### src/shared/bridge_cfg_pkg.sv
// constants shared by the interrupt pin, porch quiet window and lane registers
// assumes one 50 MHz clock and a word-addressed 16-bit register port
package bridge_cfg_pkg;

    // ------------------------------------------------------------
    // register offsets
    // ------------------------------------------------------------
    localparam logic [7:0] IRQ_MASK_ADDR = 8'hc5;
    localparam logic [7:0] IRQ_STAT_ADDR = 8'hc6;
    localparam logic [7:0] IRQ_PIN_ADDR  = 8'hdc;
    localparam logic [7:0] PORCH_ADDR    = 8'hdd;
    localparam logic [7:0] LANE_ADDR     = 8'hde;

    // ------------------------------------------------------------
    // field layout
    // ------------------------------------------------------------
    localparam int IRQ_POL_BIT   = 0;
    localparam int IRQ_TYPE_LSB  = 1;
    localparam int IRQ_TYPE_W    = 2;
    localparam int BP_QUIET_LSB  = 4;
    localparam int FP_QUIET_LSB  = 0;
    localparam int QUIET_W       = 4;
    localparam int LANE_LSB      = 0;
    localparam int LANE_W        = 2;
    localparam int NUM_LANES     = 4;
    localparam int PORCH_LEN_W   = 8;
    localparam int REG_W         = 16;

    // ------------------------------------------------------------
    // values after reset
    // ------------------------------------------------------------
    localparam logic [2:0] IRQ_PIN_RST = 3'h0;
    localparam logic [7:0] PORCH_RST   = 8'h00;
    localparam logic [1:0] LANE_RST    = 2'h0;

    // ------------------------------------------------------------
    // encodings
    // ------------------------------------------------------------
    localparam logic [1:0] IRQ_PUSH_PULL = 2'h0;
    localparam logic [1:0] IRQ_OD_LOW    = 2'h1;
    localparam logic       IF_SEL_RGB_SPI = 1'b0;

    // interrupt event bits
    localparam int EV_QUIET   = 0;
    localparam int EV_BLOCKED = 1;
    localparam int EV_REFUSED = 2;
    localparam int NUM_EV     = 3;
    localparam logic [NUM_EV-1:0] EV_RST = 3'h0;

endpackage

### src/hdl/irq_pin_driver.sv
// interrupt pin driver: push-pull or open-drain, either polarity
// assumes irq_req_i is a synchronous level; oe_n low means the pin is driven
module irq_pin_driver
    import bridge_cfg_pkg::*;
(
    input  wire logic       sys_clk_i,
    input  wire logic       rst_n_i,
    input  wire logic [1:0] irq_output_type_i,
    input  wire logic       irq_active_level_i,
    input  wire logic       irq_req_i,
    output logic            irq_o,
    output logic            irq_oe_n_o
);

    logic pin_r,  pin_nxt;
    logic oe_n_r, oe_n_nxt;

    always_comb begin
        if (irq_output_type_i[1]) begin
            // wired-or: only ever pulls high
            pin_nxt  = 1'b1;
            oe_n_nxt = ~irq_req_i;                     // RQ1
        end else if (irq_output_type_i == IRQ_OD_LOW) begin
            // wired-and: only ever pulls low
            pin_nxt  = 1'b0;
            oe_n_nxt = ~irq_req_i;                     // RQ1
        end else begin
            pin_nxt  = irq_active_level_i ? irq_req_i : ~irq_req_i; // RQ4
            oe_n_nxt = 1'b0;                           // RQ1
        end
    end

    always_ff @(posedge sys_clk_i or negedge rst_n_i) begin
        if (!rst_n_i) begin
            pin_r  <= 1'b1;
            oe_n_r <= 1'b0;
        end else begin
            pin_r  <= pin_nxt;
            oe_n_r <= oe_n_nxt;
        end
    end

    assign irq_o      = pin_r;
    assign irq_oe_n_o = oe_n_r;
endmodule

### src/hdl/porch_quiet_gate.sv
// porch quiet window: holds back non-video packets near the active area
// assumes the video timing block gives porch position as synchronous levels
module porch_quiet_gate
    import bridge_cfg_pkg::*;
(
    input  wire logic             sys_clk_i,
    input  wire logic             rst_n_i,
    input  wire logic             window_gating_enable_i,
    input  wire logic             host_if_sel_i,
    input  wire logic [QUIET_W-1:0] back_porch_quiet_lines_i,
    input  wire logic [QUIET_W-1:0] front_porch_quiet_lines_i,
    input  wire logic [7:0]       vert_back_porch_len_i,
    input  wire logic [7:0]       vert_front_porch_len_i,
    input  wire logic             in_back_porch_i,
    input  wire logic [7:0]       bp_lines_left_i,
    input  wire logic             in_front_porch_i,
    input  wire logic [7:0]       fp_line_idx_i,
    input  wire logic             burst_mode_i,
    input  wire logic             nonvideo_burst_option_i,
    output logic                  nonvideo_hold_o,
    output logic                  nonvideo_blocked_o
);

    logic       active;
    logic [7:0] bp_req, fp_req, eff_bp, eff_fp;
    logic       hold_r, hold_nxt, blk_r, blk_nxt;

    always_comb begin
        active = window_gating_enable_i && (host_if_sel_i == IF_SEL_RGB_SPI); // RQ9
        bp_req = {4'h0, back_porch_quiet_lines_i};
        fp_req = {4'h0, front_porch_quiet_lines_i};
        eff_bp = (bp_req > vert_back_porch_len_i) ? vert_back_porch_len_i : bp_req;  // RQ6
        eff_fp = (fp_req > vert_front_porch_len_i) ? vert_front_porch_len_i : fp_req; // RQ8
        // bp_lines_left counts 1 on the line just before the first active line
        hold_nxt = active &&
                   ((in_back_porch_i && bp_lines_left_i != 8'h00 &&
                     bp_lines_left_i <= eff_bp) ||              // RQ5
                    (in_front_porch_i && fp_line_idx_i < eff_fp)); // RQ7
        blk_nxt = active && (bp_req >= vert_back_porch_len_i) &&
                  (fp_req >= vert_front_porch_len_i) &&
                  (!burst_mode_i || nonvideo_burst_option_i); // RQ10
    end

    always_ff @(posedge sys_clk_i or negedge rst_n_i) begin
        if (!rst_n_i) begin
            hold_r <= 1'b0;
            blk_r  <= 1'b0;
        end else begin
            hold_r <= hold_nxt;
            blk_r  <= blk_nxt;
        end
    end

    assign nonvideo_hold_o    = hold_r;
    assign nonvideo_blocked_o = blk_r;
endmodule

### src/hdl/bridge_irq_lane_window_regs.sv
// register slice: interrupt pin setup, porch quiet window, data lane count,
// plus the interrupt mask and sticky status that feed the pin
// assumes a plain strobe register port, one 50 MHz clock, async active-low reset
//
// Strobed register access was left to the implementer.

// ------------------------------------------------------------
// Operation
// (RQ1) the two-bit output type picks push-pull, open-drain low wired-and, or open-drain high wired-or.
// (RQ2) software sets polarity 0 with open-drain low and 1 with open-drain high.
// (RQ3) writes to output type and polarity are dropped unless every interrupt enable bit is zero.
// (RQ4) polarity 0 makes the pin idle high and assert low, polarity 1 idle low and assert high.
// (RQ5) no non-video packet goes out in the last N back porch lines before the first active line.
// (RQ6) a back porch quiet count above the back porch length is treated as that length.
// (RQ7) no non-video packet goes out in the first M front porch lines after the last active line.
// (RQ8) a front porch quiet count above the front porch length is treated as that length.
// (RQ9) both quiet windows act only with gating enabled and the parallel plus serial host port.
// (RQ10) when both counts cover their porches, non-video traffic stops in non-burst or burst with the option set.
// (RQ11) the lane count field selects one, two, three or four active data lanes.
// (RQ12) reserved bits read as zero and ignore writes.
// ------------------------------------------------------------
module bridge_irq_lane_window_regs
    import bridge_cfg_pkg::*;
(
    input  wire logic                 sys_clk_i,
    input  wire logic                 rst_n_i,
    // register port
    input  wire logic [7:0]           reg_addr_i,
    input  wire logic [REG_W-1:0]     reg_wdata_i,
    input  wire logic                 reg_wr_i,
    input  wire logic                 reg_rd_i,
    output logic      [REG_W-1:0]     reg_rdata_o,
    // video timing and mode
    input  wire logic                 window_gating_enable_i,
    input  wire logic                 host_if_sel_i,
    input  wire logic [PORCH_LEN_W-1:0] vert_back_porch_len_i,
    input  wire logic [PORCH_LEN_W-1:0] vert_front_porch_len_i,
    input  wire logic                 in_back_porch_i,
    input  wire logic [7:0]           bp_lines_left_i,
    input  wire logic                 in_front_porch_i,
    input  wire logic [7:0]           fp_line_idx_i,
    input  wire logic                 burst_mode_i,
    input  wire logic                 nonvideo_burst_option_i,
    // to the link side
    output logic                      nonvideo_hold_o,
    output logic                      nonvideo_blocked_o,
    output logic      [LANE_W-1:0]    lane_count_sel_o,
    output logic      [NUM_LANES-1:0] lane_enable_o,
    // interrupt pin: oe_n low while driven
    output logic                      irq_o,
    output logic                      irq_oe_n_o
);

    // ------------------------------------------------------------
    // register state
    // ------------------------------------------------------------
    logic [IRQ_TYPE_W-1:0] irq_output_type_r, irq_output_type_nxt;
    logic                  irq_active_level_r, irq_active_level_nxt;
    logic [QUIET_W-1:0]    back_porch_quiet_lines_r, back_porch_quiet_lines_nxt;
    logic [QUIET_W-1:0]    front_porch_quiet_lines_r, front_porch_quiet_lines_nxt;
    logic [LANE_W-1:0]     lane_count_sel_r, lane_count_sel_nxt;
    logic [NUM_EV-1:0]     irq_mask_r, irq_mask_nxt;
    logic [NUM_EV-1:0]     irq_stat_r, irq_stat_nxt;
    logic [REG_W-1:0]      rdata_r, rdata_nxt;
    logic [NUM_LANES-1:0]  lane_en_r, lane_en_nxt;
    logic                  irq_req_r, irq_req_nxt;
    logic                  hold_d_r, blk_d_r;

    logic                  wr_pin, wr_porch, wr_lane, wr_mask, wr_stat;
    logic                  cfg_locked;
    logic [NUM_EV-1:0]     events;
    logic [NUM_EV-1:0]     stat_clr;
    logic                  hold_w, blk_w;

    // ------------------------------------------------------------
    // address decode
    // ------------------------------------------------------------
    always_comb begin
        wr_pin   = reg_wr_i && (reg_addr_i == IRQ_PIN_ADDR);
        wr_porch = reg_wr_i && (reg_addr_i == PORCH_ADDR);
        wr_lane  = reg_wr_i && (reg_addr_i == LANE_ADDR);
        wr_mask  = reg_wr_i && (reg_addr_i == IRQ_MASK_ADDR);
        wr_stat  = reg_wr_i && (reg_addr_i == IRQ_STAT_ADDR);
        // the pin setup must not change while any interrupt enable bit is set
        cfg_locked = (irq_mask_r != EV_RST);
    end

    // ------------------------------------------------------------
    // configuration fields
    // ------------------------------------------------------------
    always_comb begin
        irq_output_type_nxt         = irq_output_type_r;
        irq_active_level_nxt        = irq_active_level_r;
        back_porch_quiet_lines_nxt  = back_porch_quiet_lines_r;
        front_porch_quiet_lines_nxt = front_porch_quiet_lines_r;
        lane_count_sel_nxt          = lane_count_sel_r;
        irq_mask_nxt                = irq_mask_r;
        if (wr_pin && !cfg_locked) begin                                      // RQ3
            irq_output_type_nxt  = reg_wdata_i[IRQ_TYPE_LSB +: IRQ_TYPE_W];  // RQ1
            irq_active_level_nxt = reg_wdata_i[IRQ_POL_BIT];                  // RQ4
        end
        if (wr_porch) begin
            back_porch_quiet_lines_nxt  = reg_wdata_i[BP_QUIET_LSB +: QUIET_W];
            front_porch_quiet_lines_nxt = reg_wdata_i[FP_QUIET_LSB +: QUIET_W];
        end
        if (wr_lane) begin
            lane_count_sel_nxt = reg_wdata_i[LANE_LSB +: LANE_W];             // RQ11
        end
        if (wr_mask) begin
            irq_mask_nxt = reg_wdata_i[NUM_EV-1:0];
        end
    end

    always_ff @(posedge sys_clk_i or negedge rst_n_i) begin
        if (!rst_n_i) begin
            irq_output_type_r         <= IRQ_PIN_RST[IRQ_TYPE_LSB +: IRQ_TYPE_W];
            irq_active_level_r        <= IRQ_PIN_RST[IRQ_POL_BIT];
            back_porch_quiet_lines_r  <= PORCH_RST[BP_QUIET_LSB +: QUIET_W];
            front_porch_quiet_lines_r <= PORCH_RST[FP_QUIET_LSB +: QUIET_W];
            lane_count_sel_r          <= LANE_RST;
            irq_mask_r                <= EV_RST;
        end else begin
            irq_output_type_r         <= irq_output_type_nxt;
            irq_active_level_r        <= irq_active_level_nxt;
            back_porch_quiet_lines_r  <= back_porch_quiet_lines_nxt;
            front_porch_quiet_lines_r <= front_porch_quiet_lines_nxt;
            lane_count_sel_r          <= lane_count_sel_nxt;
            irq_mask_r                <= irq_mask_nxt;
        end
    end

    // ------------------------------------------------------------
    // lane enables, one per data lane
    // ------------------------------------------------------------
    for (genvar g = 0; g < NUM_LANES; g++) begin : g_lane
        assign lane_en_nxt[g] = (lane_count_sel_r >= LANE_W'(g));            // RQ11
    end

    // ------------------------------------------------------------
    // interrupt events and sticky status
    // ------------------------------------------------------------
    always_comb begin
        events             = '0;
        events[EV_QUIET]   = hold_w && !hold_d_r;
        events[EV_BLOCKED] = blk_w && !blk_d_r;
        events[EV_REFUSED] = wr_pin && cfg_locked;
        stat_clr           = wr_stat ? reg_wdata_i[NUM_EV-1:0] : EV_RST;
        // an event in the clearing cycle survives the clear
        irq_stat_nxt       = (irq_stat_r & ~stat_clr) | events;
        irq_req_nxt        = |(irq_stat_nxt & irq_mask_nxt);
    end

    always_ff @(posedge sys_clk_i or negedge rst_n_i) begin
        if (!rst_n_i) begin
            irq_stat_r <= EV_RST;
            irq_req_r  <= 1'b0;
            hold_d_r   <= 1'b0;
            blk_d_r    <= 1'b0;
        end else begin
            irq_stat_r <= irq_stat_nxt;
            irq_req_r  <= irq_req_nxt;
            hold_d_r   <= hold_w;
            blk_d_r    <= blk_w;
        end
    end

    // ------------------------------------------------------------
    // read data: valid only in the cycle after the read strobe
    // ------------------------------------------------------------
    always_comb begin
        rdata_nxt = '0;
        if (reg_rd_i) begin
            case (reg_addr_i)
                IRQ_PIN_ADDR: begin
                    rdata_nxt[IRQ_TYPE_LSB +: IRQ_TYPE_W] = irq_output_type_r;
                    rdata_nxt[IRQ_POL_BIT]                = irq_active_level_r;
                end
                PORCH_ADDR: begin
                    rdata_nxt[BP_QUIET_LSB +: QUIET_W] = back_porch_quiet_lines_r;
                    rdata_nxt[FP_QUIET_LSB +: QUIET_W] = front_porch_quiet_lines_r;
                end
                LANE_ADDR:     rdata_nxt[LANE_LSB +: LANE_W] = lane_count_sel_r;
                IRQ_MASK_ADDR: rdata_nxt[NUM_EV-1:0] = irq_mask_r;
                IRQ_STAT_ADDR: rdata_nxt[NUM_EV-1:0] = irq_stat_r;
                default:       rdata_nxt = '0;                                // RQ12
            endcase
        end
    end

    always_ff @(posedge sys_clk_i or negedge rst_n_i) begin
        if (!rst_n_i) begin
            rdata_r   <= '0;
            lane_en_r <= '0;
        end else begin
            rdata_r   <= rdata_nxt;
            lane_en_r <= lane_en_nxt;
        end
    end

    assign reg_rdata_o      = rdata_r;
    assign lane_count_sel_o = lane_count_sel_r;
    assign lane_enable_o    = lane_en_r;

    // ------------------------------------------------------------
    // sub-blocks
    // ------------------------------------------------------------
    porch_quiet_gate u_gate (
        .sys_clk_i                 (sys_clk_i),
        .rst_n_i                   (rst_n_i),
        .window_gating_enable_i    (window_gating_enable_i),
        .host_if_sel_i             (host_if_sel_i),
        .back_porch_quiet_lines_i  (back_porch_quiet_lines_r),
        .front_porch_quiet_lines_i (front_porch_quiet_lines_r),
        .vert_back_porch_len_i     (vert_back_porch_len_i),
        .vert_front_porch_len_i    (vert_front_porch_len_i),
        .in_back_porch_i           (in_back_porch_i),
        .bp_lines_left_i           (bp_lines_left_i),
        .in_front_porch_i          (in_front_porch_i),
        .fp_line_idx_i             (fp_line_idx_i),
        .burst_mode_i              (burst_mode_i),
        .nonvideo_burst_option_i   (nonvideo_burst_option_i),
        .nonvideo_hold_o           (hold_w),
        .nonvideo_blocked_o        (blk_w)
    );

    assign nonvideo_hold_o    = hold_w;
    assign nonvideo_blocked_o = blk_w;

    // the polarity is not checked against the type; a mismatch is software's to avoid
    irq_pin_driver u_pin (
        .sys_clk_i          (sys_clk_i),
        .rst_n_i            (rst_n_i),
        .irq_output_type_i  (irq_output_type_r),
        .irq_active_level_i (irq_active_level_r),
        .irq_req_i          (irq_req_r),
        .irq_o              (irq_o),
        .irq_oe_n_o         (irq_oe_n_o)
    );
endmodule

### config.mk
export PLATFORM = sky130hd
export DESIGN_NAME = bridge_irq_lane_window_regs
export DESIGN_NICKNAME = d
export VERILOG_FILES = /design/src/shared/bridge_cfg_pkg.sv /design/src/hdl/irq_pin_driver.sv /design/src/hdl/porch_quiet_gate.sv /design/src/hdl/bridge_irq_lane_window_regs.sv
export SDC_FILE = /design/constraint.sdc
export NUM_CORES = 1
export LEC_CHECK = 0
export ABC_AREA = 1
export BUFFER_PORTS_ARGS = -buffer_cell sky130_fd_sc_hd__buf_2
export CAP_MARGIN = 40
export CORE_MARGIN = 5
export CORE_UTILIZATION = 55
export CTS_BUF_LIST = sky130_fd_sc_hd__clkbuf_8
export CTS_CLUSTER_SIZE = 28
export DETAILED_ROUTE_END_ITERATION = 6
export PLACE_DENSITY_LB_ADDON = 0.05
export SETUP_SLACK_MARGIN = 0.2
export SLEW_MARGIN = 10
export SYNTH_ARGS = -nofsm -noshare
export SYNTH_HDL_FRONTEND = slang
export SYNTH_SLANG_ARGS = --single-unit
### constraint.sdc
create_clock -name sys_clk_i -period 4.75 [get_ports sys_clk_i]
set_input_delay 0.7125 -clock sys_clk_i [delete_from_list [all_inputs] [get_ports sys_clk_i]]
set_output_delay 0.7125 -clock sys_clk_i [all_outputs]
set_load 0.03 [all_outputs]
* Word level (Yosys, flattened, before mapping)
Cells that the tools add are included.
** Operators by class
- Mux-type cells :: 13
- $lt $le $gt $ge :: 10
- Eq/ne operators :: 6
- Reduce and logical (&&, ||, !) cells :: 26
- Bitwise operators :: 6
** Operators by type and width (count)
- $eq A8 B8 Y1 const B :: 5
- $mux W8 :: 3
- $logic_and A1 B1 Y1 :: 17
- $ge A4 B8 Y1 :: 2
- $gt A4 B8 Y1 :: 2
- $pmux W2 S5 :: 1
- $le A8 B8 Y1 :: 1
- $lt A8 B8 Y1 :: 1
- $reduce_bool A8 Y1 :: 1
- $and A3 B3 Y3 :: 2
- $mux W3 :: 2
- $mux W1 :: 5
- $mux W5 :: 1
- $ge A2 B1 Y1 const B :: 2
- $ge A2 B2 Y1 const B :: 2
- $logic_not A1 Y1 :: 4
- $pmux W1 S4 :: 1
- $not A3 Y3 :: 1
- $or A3 B3 Y3 :: 1
- $reduce_bool A3 Y1 :: 1
- $reduce_or A3 Y1 :: 1
- $eq A2 B1 Y1 const B :: 1
- $logic_or A1 B1 Y1 :: 2
- $not A1 Y1 :: 2
** Storage, ports and cells
- Flip-flop bits (word level) :: 38
- Logic and storage cells :: 77
- Output and inout port bits :: 26
- Bits of input ports :: 66

* Longest topological paths before layout
Gate-level depths: netlist (run 1).
- Word-level depth :: 8
- Gate-level depth with buffers :: 18
- Depth with buffers taken out :: 18

* Modules after synthesis
A second synthesis (run 1) with hierarchy kept.
** Unflattened totals
- Cells, all modules :: 306
- Area total of the unflattened synthesis :: 2437.3 um^2
** By module, submodules not included
- bridge_irq_lane_window_regs :: area each 1536.5 um^2, seq. area each 850.8 um^2, cells each 171, instances 1
- porch_quiet_gate :: area each 813.3 um^2, seq. area each 50.0 um^2, cells each 124, instances 1
- irq_pin_driver :: area each 87.6 um^2, seq. area each 51.3 um^2, cells each 11, instances 1

* Worst setup path before layout (run 1)
Ideal clock, no wire load.
- Path type :: in2reg
- Start point :: input port vert_back_porch_len_i[3]
- End point :: register u_gate.hold_r (netlist: u_gate.nonvideo_hold_o)
- Library setup time :: 73 ps
- Required time :: 4677 ps
- Path buffers :: 0
- Setup slack :: 2101 ps
- Cell stages on the path :: 15
- Arrival time :: 2576 ps
- Cell sequence :: inv_1 ha_1 inv_1 o31ai_1 nand2_1 nand2_1 o21ai_1 ha_1 a21oi_1 o21ai_1 a21oi_1 o21ai_1 o31ai_1 nand2_1 a21oi_2
** Between the ends
- Word-level cells in the longest chain between the ends :: 6
** Ends and longest elaborated chain
- start, declared :: line bridge_irq_lane_window_regs.sv:36 : input wire logic [PORCH_LEN_W-1:0] vert_back_porch_len_i,
- $gt A4 B8 Y1 :: line porch_quiet_gate.sv:32 : eff_bp = (bp_req > vert_back_porch_len_i) ? vert_back_porch_len_i : bp_req;
- $mux W8 (*) :: line porch_quiet_gate.sv:32
- $le A8 B8 Y1 (*) :: line porch_quiet_gate.sv:37 : bp_lines_left_i <= eff_bp) ||
- $logic_and A1 B1 Y1 (*) :: line porch_quiet_gate.sv:36 : ((in_back_porch_i && bp_lines_left_i != 8'h00 &&
- $logic_or A1 B1 Y1 (*) :: line porch_quiet_gate.sv:37
- $logic_and A1 B1 Y1 (*) :: line porch_quiet_gate.sv:35 : hold_nxt = active &&
- named net u_gate.hold_nxt :: line porch_quiet_gate.sv:26 : logic hold_r, hold_nxt, blk_r, blk_nxt;
- end signal, assigned :: line porch_quiet_gate.sv:49 : hold_r <= hold_nxt;
- end, declared :: line porch_quiet_gate.sv:26
Mark *: on every way through the listed nets, which the timed path passes. The rest lies on a longest branch.
A chain may end at the register's enable or synchronous reset.

* Worst setup path in the final report (run 1)
Ends and elaborated chain as after synthesis.

==> metrics.yaml, run 1 <==
cp-startpoint: "vert_back_porch_len_i[3]"
grt_overflow: 0
nets: 461
relSlewSlack: 0.470
maxCapViolCount: 0
fmax_mhz: 364
cts_buffers: 5
clock_path_buffers: 2
final-hold-violation-count: 0
routabilityCongestion: 0.839
clock_skew_ns: 0.00763
die_w_um: 75.8
start_util: 0.558
status: "complete, no violations"
drc: 0
rsz0062_at_grt: "false"
wl_um: 5000
synth_area_leaders: "dfrtp_1 39%, ha_1 12%, nand2_1 8.5%, inv_1 6.3%, o21ai_1 4.6%"
core_sq_um: 4260
via_per_inst: 4.92
fin_tns_setup_ns: 0
track_usage: 0.183
slew_viol_final: 0
cp_data_required_time_ns: 4.96
postCtsHoldBufs: 0
drtPass1Iterations: 4
die_y_um: 75.8
clock-root-buffer: "clkbuf_8"
arrival_ns: 2.96
drtIter0Drc: 124
netlist_area_sq_um: 2380
grt_pass1_vias: 1995
antenna_left: 0
seq_area_frac_synth: 0.400
die-area_sq_um: 5740
end_kind: "register"
synthCells: 285
htree_levels: 2
r2r-end: "u_gate.nonvideo_hold_o$_DFF_PN0_"
ys_ff_latch: 38
hold_slack_ns: 0.397
rows: 24
ctsResizeCount: 0
netlist.area_leader.share: 0.389
worstPathMaxFanout: 8
synth_top_area_cell: "dfrtp_1"
syn_area_per_cell_sq_um: 8.35
cts_tree: "done"
hp-start: "u_gate.nonvideo_blocked_o$_DFF_PN0_"
antenna_cells: 0
io_buffers: 75
drive_above_1_share: 0.308
setup_viol: 0
slowest_stage: "o31ai_1"
r2r_cells: 14
crit_chain: "buf_2 -> inv_1 -> ha_1 -> inv_1 -> o31ai_1 -> nand2_1 -> nand2_1 -> o21ai_1 -> ha_1 -> a21oi_1 -> o21ai_1 -> a21oi_1 -> o21ai_1 -> o31ai_1 -> nand2_1 -> a21oi_2"
cp-start-kind: "primary input"
p_leak_uw: 0.00166
clkSinkCount: 38
worstSetupPathType: "primary input to register"
wl_per_cell_um: 11.8
period_share: 0.579
slowest_delay_ns: 0.32
grt_pass1_wl_um: 8180
clk_pin_slew_ns: 0.07
hold_path_end: "blk_d_r$_DFF_PN0_"
period_needed_ns: 2.75
r2r_start: "back_porch_quiet_lines_r[3]$_DFFE_PN0P_"
r2r_setup_slack_ns: 2.15
worst_pin_slew_ns: 0.794
yosysUniqueCellTypes: 38
hold_path.class: "register to register"
pin_count: 92
area_delta_synth_final_pct: 23.7
grt_max_degree: 39
antenna_found_initial: 0
clock_latency_ns: 0.29
hold_depth: 0
ir_drop_mv: 0.150
synth_warnings: 0
pwr_density_cell_nw_per_um2: 277
hpwlAfterDp_um: 4110
vias: 2093
p_total_uw: 814
post_cts_buffers: 0
area by class of cell:
cell class / count / area [sq um]
Tap cell: 52 / 65.1
Clock buffer: 6 / 82.6
Fill cell: 370 / 1320
Clock inverter: 2 / 60.1
Inverter: 48 / 180
Sequential cell: 38 / 952
Timing Repair Buffer: 75 / 375
Multi-Input combinational cell: 204 / 1230
synthesized netlist by cell type, drive strengths merged:
cell type   n
nand2      60
inv        47
dfrtp      37
nor2       26
o21ai      24
ha         23
a21oi      19
nand3      11
buf         9
nand4       4
nor3        4
a221oi      2
a31oi       2
conb        2
nor4        2
o22ai       2
o31ai       2
a2111oi     1
a21boi      1
clkbuf      1
clkinv      1
dfstp       1
nand3b      1
o2111ai     1
o221a       1
xor2        1
sequential cells by signal (all words and copies together) (netlist names):
| name | flops |
|---|---|
| u_pin.irq_oe_n_o | 1 |
| front_porch_quiet_lines_r | 4 |
| back_porch_quiet_lines_r | 4 |
| u_gate.nonvideo_hold_o | 1 |
| irq_stat_r | 3 |
| blk_d_r | 1 |
| irq_active_level_r | 1 |
| irq_req_r | 1 |
| u_pin.irq_o | 1 |
| lane_count_sel_o | 2 |
| hold_d_r | 1 |
| reg_rdata_o | 8 |
| lane_enable_o | 4 |
| u_gate.nonvideo_blocked_o | 1 |
| irq_mask_r | 3 |
| irq_output_type_r | 2 |
cell families (layout without fill, tap and decap cells):
logic type                 Yosys count  count (layout)  share of synthesized area
other                                2              17                    0.00316
xor gates and xnor gates             1               1                    0.00368
and+or+nand+nor                    108             108                      0.225
buffers and inverters               58             131                      0.107
adders and majority gates           23              23                      0.121
AOI/OAI and AO/OA                   55              55                      0.139
DFF                                 38              38                      0.400
stage by stage:
step	instances	setup slack, ns	utilization	cell area [sq um]
after floorplan	300	2.10	-	2430
after global placement	417	1.74	0.657	2800
final	425	2.00	0.690	2940
after detailed placement	417	1.65	0.657	2800
after global routing	425	1.78	0.690	2940
after CTS	425	1.94	0.690	2940
worst max path at each step:
stage                                        to  slack [ns]
2_1_floorplan  u_gate.nonvideo_hold_o$_DFF_PN0_        2.10
3_3_place_gp   u_gate.nonvideo_hold_o$_DFF_PN0_        1.74
3_5_place_dp   u_gate.nonvideo_hold_o$_DFF_PN0_        1.65
4_1_cts        u_gate.nonvideo_hold_o$_DFF_PN0_        1.94
5_1_grt        u_gate.nonvideo_hold_o$_DFF_PN0_        1.78
6_report       u_gate.nonvideo_hold_o$_DFF_PN0_        2.00
power by group:
| part | total [uW] | switching [uW] | leakage (uW) | internal [uW] |
|---|---|---|---|---|
| logic | 135 | 84.2 | 0.00110 | 51.0 |
| clock network | 334 | 110 | 0.0000714 | 224 |
| registers | 345 | 7.70 | 0.000486 | 337 |
| total | 814 | 202 | 0.00166 | 612 |
worst max-delay path, delay by kind of cell:
family	cells	cell delay (ns)
buffers and inverters	3	0.18
AND/OR/NAND/NOR	3	0.45
adder cells (fa/ha/maj)	2	0.57
AO/OA/AOI/OAI	8	1.04
metal layers:
layer	track usage	part of all wire
met5	0	0
met1	0.207	0.41
met3	0.0356	0.068
met4	0.0641	0.011
met2	0.337	0.51
cells in the final DEF, fill, tap and decap left out, drive strengths merged, types with 4 or more instances in the layout:
master,synthesis,final
ha,23,23
nand3,11,11
nor2,26,26
a21oi,19,19
nor3,4,4
o21ai,24,24
clkbuf,1,6
dfrtp,37,37
nand4,4,4
nand2,60,60
inv,47,47
conb,2,17
buf,9,75
No activity file was read; power rests on OpenSTA's default activity.
==> inputs of run 2 (changes only) <==
--- a/config.mk
+++ b/config.mk
@@ -9,7 +9,7 @@
 export BUFFER_PORTS_ARGS = -buffer_cell sky130_fd_sc_hd__buf_2
 export CAP_MARGIN = 40
 export CORE_MARGIN = 5
-export CORE_UTILIZATION = 55
+export CORE_UTILIZATION = 46
 export CTS_BUF_LIST = sky130_fd_sc_hd__clkbuf_8
 export CTS_CLUSTER_SIZE = 28
 export DETAILED_ROUTE_END_ITERATION = 6
==> constraint.sdc (replaced) <==
create_clock -name sys_clk_i -period 2.4 [get_ports sys_clk_i]
set_input_delay 0.36 -clock sys_clk_i [delete_from_list [all_inputs] [get_ports sys_clk_i]]
set_output_delay 0.36 -clock sys_clk_i [all_outputs]
set_load 0.03 [all_outputs]
==> run 2 against run 1 <==
The run now ends with negative setup slack left. Global-route usage down 1.0 points. Register-to-register slack worse by 2.2 ns. Via count up 0.86%. Cell count up 5.9%. Sequential power up 98%. Critical path depth down 2. Final area up 4.3%. Clock skew down 0.0012 ns. Critical endpoint unchanged. Largest power group unchanged. Highest routed layer unchanged.
==> metrics.yaml, run 2 (synthesis gave the netlist of run 1 again) <==
track_usage: 0.172
slew_viol_final: 0
seq_area_sq_um: 952
antenna_found_initial: 0
cp_data_required_time_ns: 2.62
crit_chain: "ha_4 -> inv_4 -> o31ai_4 -> nand2_4 -> nand2_2 -> o21ai_1 -> ha_1 -> a21oi_2 -> o21ai_2 -> a21oi_1 -> o21ai_1 -> o31ai_1 -> nand2_1 -> a21oi_2"
largest_register_ffs: 8
wl_per_cell_um: 11.9
fmax_mhz: 411
grt_pass1_vias: 2088
postCtsHoldBufs: 0
clock_latency_ns: 0.29
die_w_um: 81.9
htree_levels: 2
pwr_density_cell_nw_per_um2: 488
period_share: 1.01
hold_path.class: "primary input to async pin"
clkSinkCount: 38
p_leak_uw: 0.00170
period_needed_ns: 2.43
status: "complete, but fails checks"
layout.cells.non_filler: 450
final-hold-violation-count: 0
r2r_cells: 14
relSlewSlack: 0.452
antenna_left: 0
setup_viol: 1
clock_skew_ns: 0.00640
ir_drop_mv: 0.326
cp_top_family: "compound AO/OA/AOI/OAI gates"
fill_cells: 496
final_cell_mix: "75 x buf_2, 50 x nand2_1, 40 x inv_1"
clock_path_buffers: 2
die_y_um: 81.9
drc: 0
vias: 2111
rows: 26
finish.utilization: 0.605
clk_pin_slew_ns: 0.07
r2r_start: "back_porch_quiet_lines_r[3]$_DFFE_PN0P_"
multi_input_comb_area_sq_um: 1310
start_util: 0.469
worstPathMaxFanout: 8
antenna_cells: 0
violations: "negative setup slack"
core_sq_um: 5070
setup_ws_ns: -0.0318
rsz0062_at_grt: "true"
crit_cells: 14
cts_tree: "done"
pin_count: 92
slowest_stage: "dfrtp_1"
wl_um: 5340
clock-root-buffer: "clkbuf_8"
worstSetupPathType: "register to register"
dp_slack_ns: -0.186
grt_pass1_wl_um: 9060
slowest_delay_ns: 0.42
final_common_cell: "buf_2"
place_inst: 439
worst_pin_slew_ns: 0.822
area_delta_synth_final_pct: 29.0
maxCapViolCount: 0
end_kind: "register"
grt_max_degree: 39
crit_buf_inv: 1
r2r-end: "u_gate.nonvideo_hold_o$_DFF_PN0_"
hpwlAfterDp_um: 4370
io_buffers: 75
fin_tns_setup_ns: -0.0318
arrival_ns: 2.65
cts_buffers: 5
cp-start-kind: "register"
routabilityCongestion: 0.885
die-area_sq_um: 6710
r2r_setup_slack_ns: -0.03
drtIter0Drc: 65
nets: 468
via_per_inst: 4.69
hold_slack_ns: 0.171
drtPass1Iterations: 4
drive_above_1_share: 0.358
grt_overflow: 0
run 2: worst max path at each step:
stage	start	end	slack [ns]
2_1_floorplan	vert_back_porch_len_i[3]	u_gate.nonvideo_hold_o$_DFF_PN0_	0.18
3_3_place_gp	vert_back_porch_len_i[3]	u_gate.nonvideo_hold_o$_DFF_PN0_	-0.11
3_5_place_dp	vert_back_porch_len_i[3]	u_gate.nonvideo_hold_o$_DFF_PN0_	-0.19
4_1_cts	back_porch_quiet_lines_r[1]$_DFFE_PN0P_	u_gate.nonvideo_hold_o$_DFF_PN0_	-0.05
5_1_grt	back_porch_quiet_lines_r[3]$_DFFE_PN0P_	u_gate.nonvideo_hold_o$_DFF_PN0_	-0.24
6_report	back_porch_quiet_lines_r[3]$_DFFE_PN0P_	u_gate.nonvideo_hold_o$_DFF_PN0_	-0.03
run 2: per-layer routing:
metal | routed length, um | vias up | GRT usage
met4 | 71 | 0 | 0.0449
met2 | 2660 | 68 | 0.309
met1 | 2210 | 940 | 0.205
met3 | 392 | 8 | 0.0417
met5 | 0 | - | 0
li1 | - | 1095 | -
run 2: final cells by class:
cell class                      count  area share
Multi-Input combinational cell    204       0.426
Tap cell                           70      0.0285
Clock buffer                        5      0.0224
Sequential cell                    38       0.310
Clock inverter                      3      0.0122
Inverter                           48      0.0595
Timing Repair Buffer               82       0.141
run 2: repair_timing:
action                                  CTS  global route
pin swaps                                 9            11
buffers inserted                          2             1
gates resized for setup                   7            11
endpoints found under the setup margin    1             1
run 2: stage by stage:
step,instance area (sq um),total power (uW)
floorplan,2440,870
global placement,2860,966
detailed placement,2860,973
CTS,3030,1500
global route,3070,1590
finish,3070,1500
run 2: power by group:
group          internal (uW)  switching [uW]
combinational            120             182
sequential               667            16.3
clock                    302             209
total                   1090             408
==> inputs of run 3 (changes only) <==
==> constraint.sdc (replaced) <==
create_clock -name sys_clk_i -period 2.4 [get_ports sys_clk_i]
set_input_delay 0.48 -clock sys_clk_i [delete_from_list [all_inputs] [get_ports sys_clk_i]]
set_output_delay 0.48 -clock sys_clk_i [all_outputs]
set_load 0.03 [all_outputs]
==> run 3 against run 2 <==
The run now ends clean. Combinational power shrank 1%. Clock power grew 6.3%. First-iteration DRC count grew 32%. Hold slack gained 0.11 ns. Sequential share of layout area grew 0.089 points. Non-clock buffer count shrank 1. Core utilization shrank 0.17 points. Final area shrank 0.29%. Clock skew shrank 0.0022 ns. Critical endpoint unchanged.
==> metrics.yaml, run 3 (synthesis gave the netlist of run 1 again) <==
pin_count: 92
via_per_inst: 4.74
hold_path.class: "primary input to async pin"
final_cell_mix: "75 x buf_2, 53 x nand2_1, 37 x dfrtp_1"
power_frac_comb: 0.195
area_delta_synth_final_pct: 28.7
grt_max_degree: 39
worstPathMaxFanout: 8
rows: 26
period_needed_ns: 2.39
p_clk_frac: 0.357
clock_latency_ns: 0.29
setup_viol: 0
htree_levels: 2
wl_um: 5070
post_cts_buffers: 0
p_seq_frac: 0.447
slew_viol_final: 0
cts_buffers: 5
track_usage: 0.169
final_common_cell: "buf_2"
largest_register_ffs: 8
drc: 0
clock_skew_ns: 0.00420
drtPass1Iterations: 4
grt_overflow: 0
wl_per_cell_um: 11.3
fill_cells: 485
fmax_mhz: 418
die_w_um: 81.9
nets: 467
drtIter0Drc: 86
die-area_sq_um: 6710
clock-root-buffer: "clkbuf_8"
cp_data_required_time_ns: 2.62
grt_pass1_wl_um: 8740
period_share: 0.997
die_y_um: 81.9
relSlewSlack: 0.449
p_leak_uw: 0.00168
antenna_cells: 0
worst_pin_slew_ns: 0.827
vias: 2127
clock_path_buffers: 2
antenna_found_initial: 0
internal-power_uw: 1090
final-hold-violation-count: 0
pwr_density_cell_nw_per_um2: 498
clkSinkCount: 38
arrival_ns: 2.62
start_util: 0.469
end_kind: "register"
maxCapViolCount: 0
io_buffers: 75
core_sq_um: 5070
p_sw_frac: 0.283
cp-start-kind: "register"
hpwlAfterDp_um: 4230
grt_pass1_vias: 2085
clk_pin_slew_ns: 0.08
ir_drop_mv: 0.234
rsz0062_at_grt: "true"
drive_above_1_share: 0.351
power.switching_uw: 431
worstSetupPathType: "register to register"
p_total_uw: 1520
status: "complete, no violations"
hold_slack_ns: 0.282
cts_tree: "done"
antenna_left: 0
routabilityCongestion: 0.838
-- run 3: cell count changes in the layout (fill, tap and decap cells not counted), sizes merged --
cell      delta
buf          -1
clkinvlp     +2
inv          -2
-- run 3: final cells by class --
type	count	area (sq um)	area share
Inverter	48	190	0.0621
Sequential cell	38	952	0.311
Timing Repair Buffer	81	420	0.137
Clock inverter	3	45.0	0.0147
Multi-Input combinational cell	204	1300	0.424
Tap cell	70	87.6	0.0286
Clock buffer	5	68.8	0.0225
-- run 3: path summary, 6_finish.rpt --
check	startpoint	end	slack (ns)	cells past startpoint
min	rst_n_i	reg_rdata_o[2]$_DFF_PN0_	0.28	1
max reg2reg	back_porch_quiet_lines_r[3]$_DFFE_PN0P_	u_gate.nonvideo_hold_o$_DFF_PN0_	0.007	14
min in group sys_clk_i	u_gate.nonvideo_blocked_o$_DFF_PN0_	blk_d_r$_DFF_PN0_	0.40	0
min reg2reg	u_gate.nonvideo_blocked_o$_DFF_PN0_	blk_d_r$_DFF_PN0_	0.40	0
max	back_porch_quiet_lines_r[3]$_DFFE_PN0P_	u_gate.nonvideo_hold_o$_DFF_PN0_	0.007	14
max in group asynchronous	rst_n_i	reg_rdata_o[4]$_DFF_PN0_	1.59	1
-- run 3: power groups by stage --
stage	Clock [uW]	Combinational, uW	Sequential [uW]
floorplan	0	171	714
global placement	0	291	695
detailed placement	0	298	695
CTS	556	299	682
global route	586	343	685
finish	544	298	682
-- run 3: through the flow --
step	TNS [ns]	util	cell area, sq um	setup WS (ns)	std cells
CTS	-0.0307	0.600	3050	-0.0307	449
global route	-0.140	0.603	3060	-0.140	449
global placement	-0.266	0.578	2930	-0.266	441
detailed placement	-0.304	0.578	2930	-0.304	441
finish	0	0.603	3060	0.00744	449
floorplan	0	-	2500	0.0851	300
-- run 3: metal layers --
layer | GRT usage | vias to the layer above | routed length, um
met1 | 0.199 | 960 | 2130
li1 | - | 1098 | -
met2 | 0.293 | 62 | 2480
met5 | 0 | - | 0
met3 | 0.0526 | 7 | 394
met4 | 0.0515 | 0 | 63
-- run 3: worst max-delay path: stages, from the launching register on --
cell and delay [ns]:
dfrtp_1 0.41, ha_4 0.30, inv_4 0.04, o31ai_4 0.29, nand2_4 0.12, nand2_1 0.07
o21ai_1 0.06, ha_1 0.28, a21oi_1 0.15, o21ai_1 0.08, a21oi_1 0.13, o21ai_1 0.08
o31ai_1 0.07, nand2_1 0.12, a21oi_2 0.12
-- run 3: what timing repair did --
item                       CTS  global route
gates resized for setup      0             3
hold buffers                 0             0
pin swaps                    8             3
gates cloned                 0             0
setup endpoints to repair    1             1
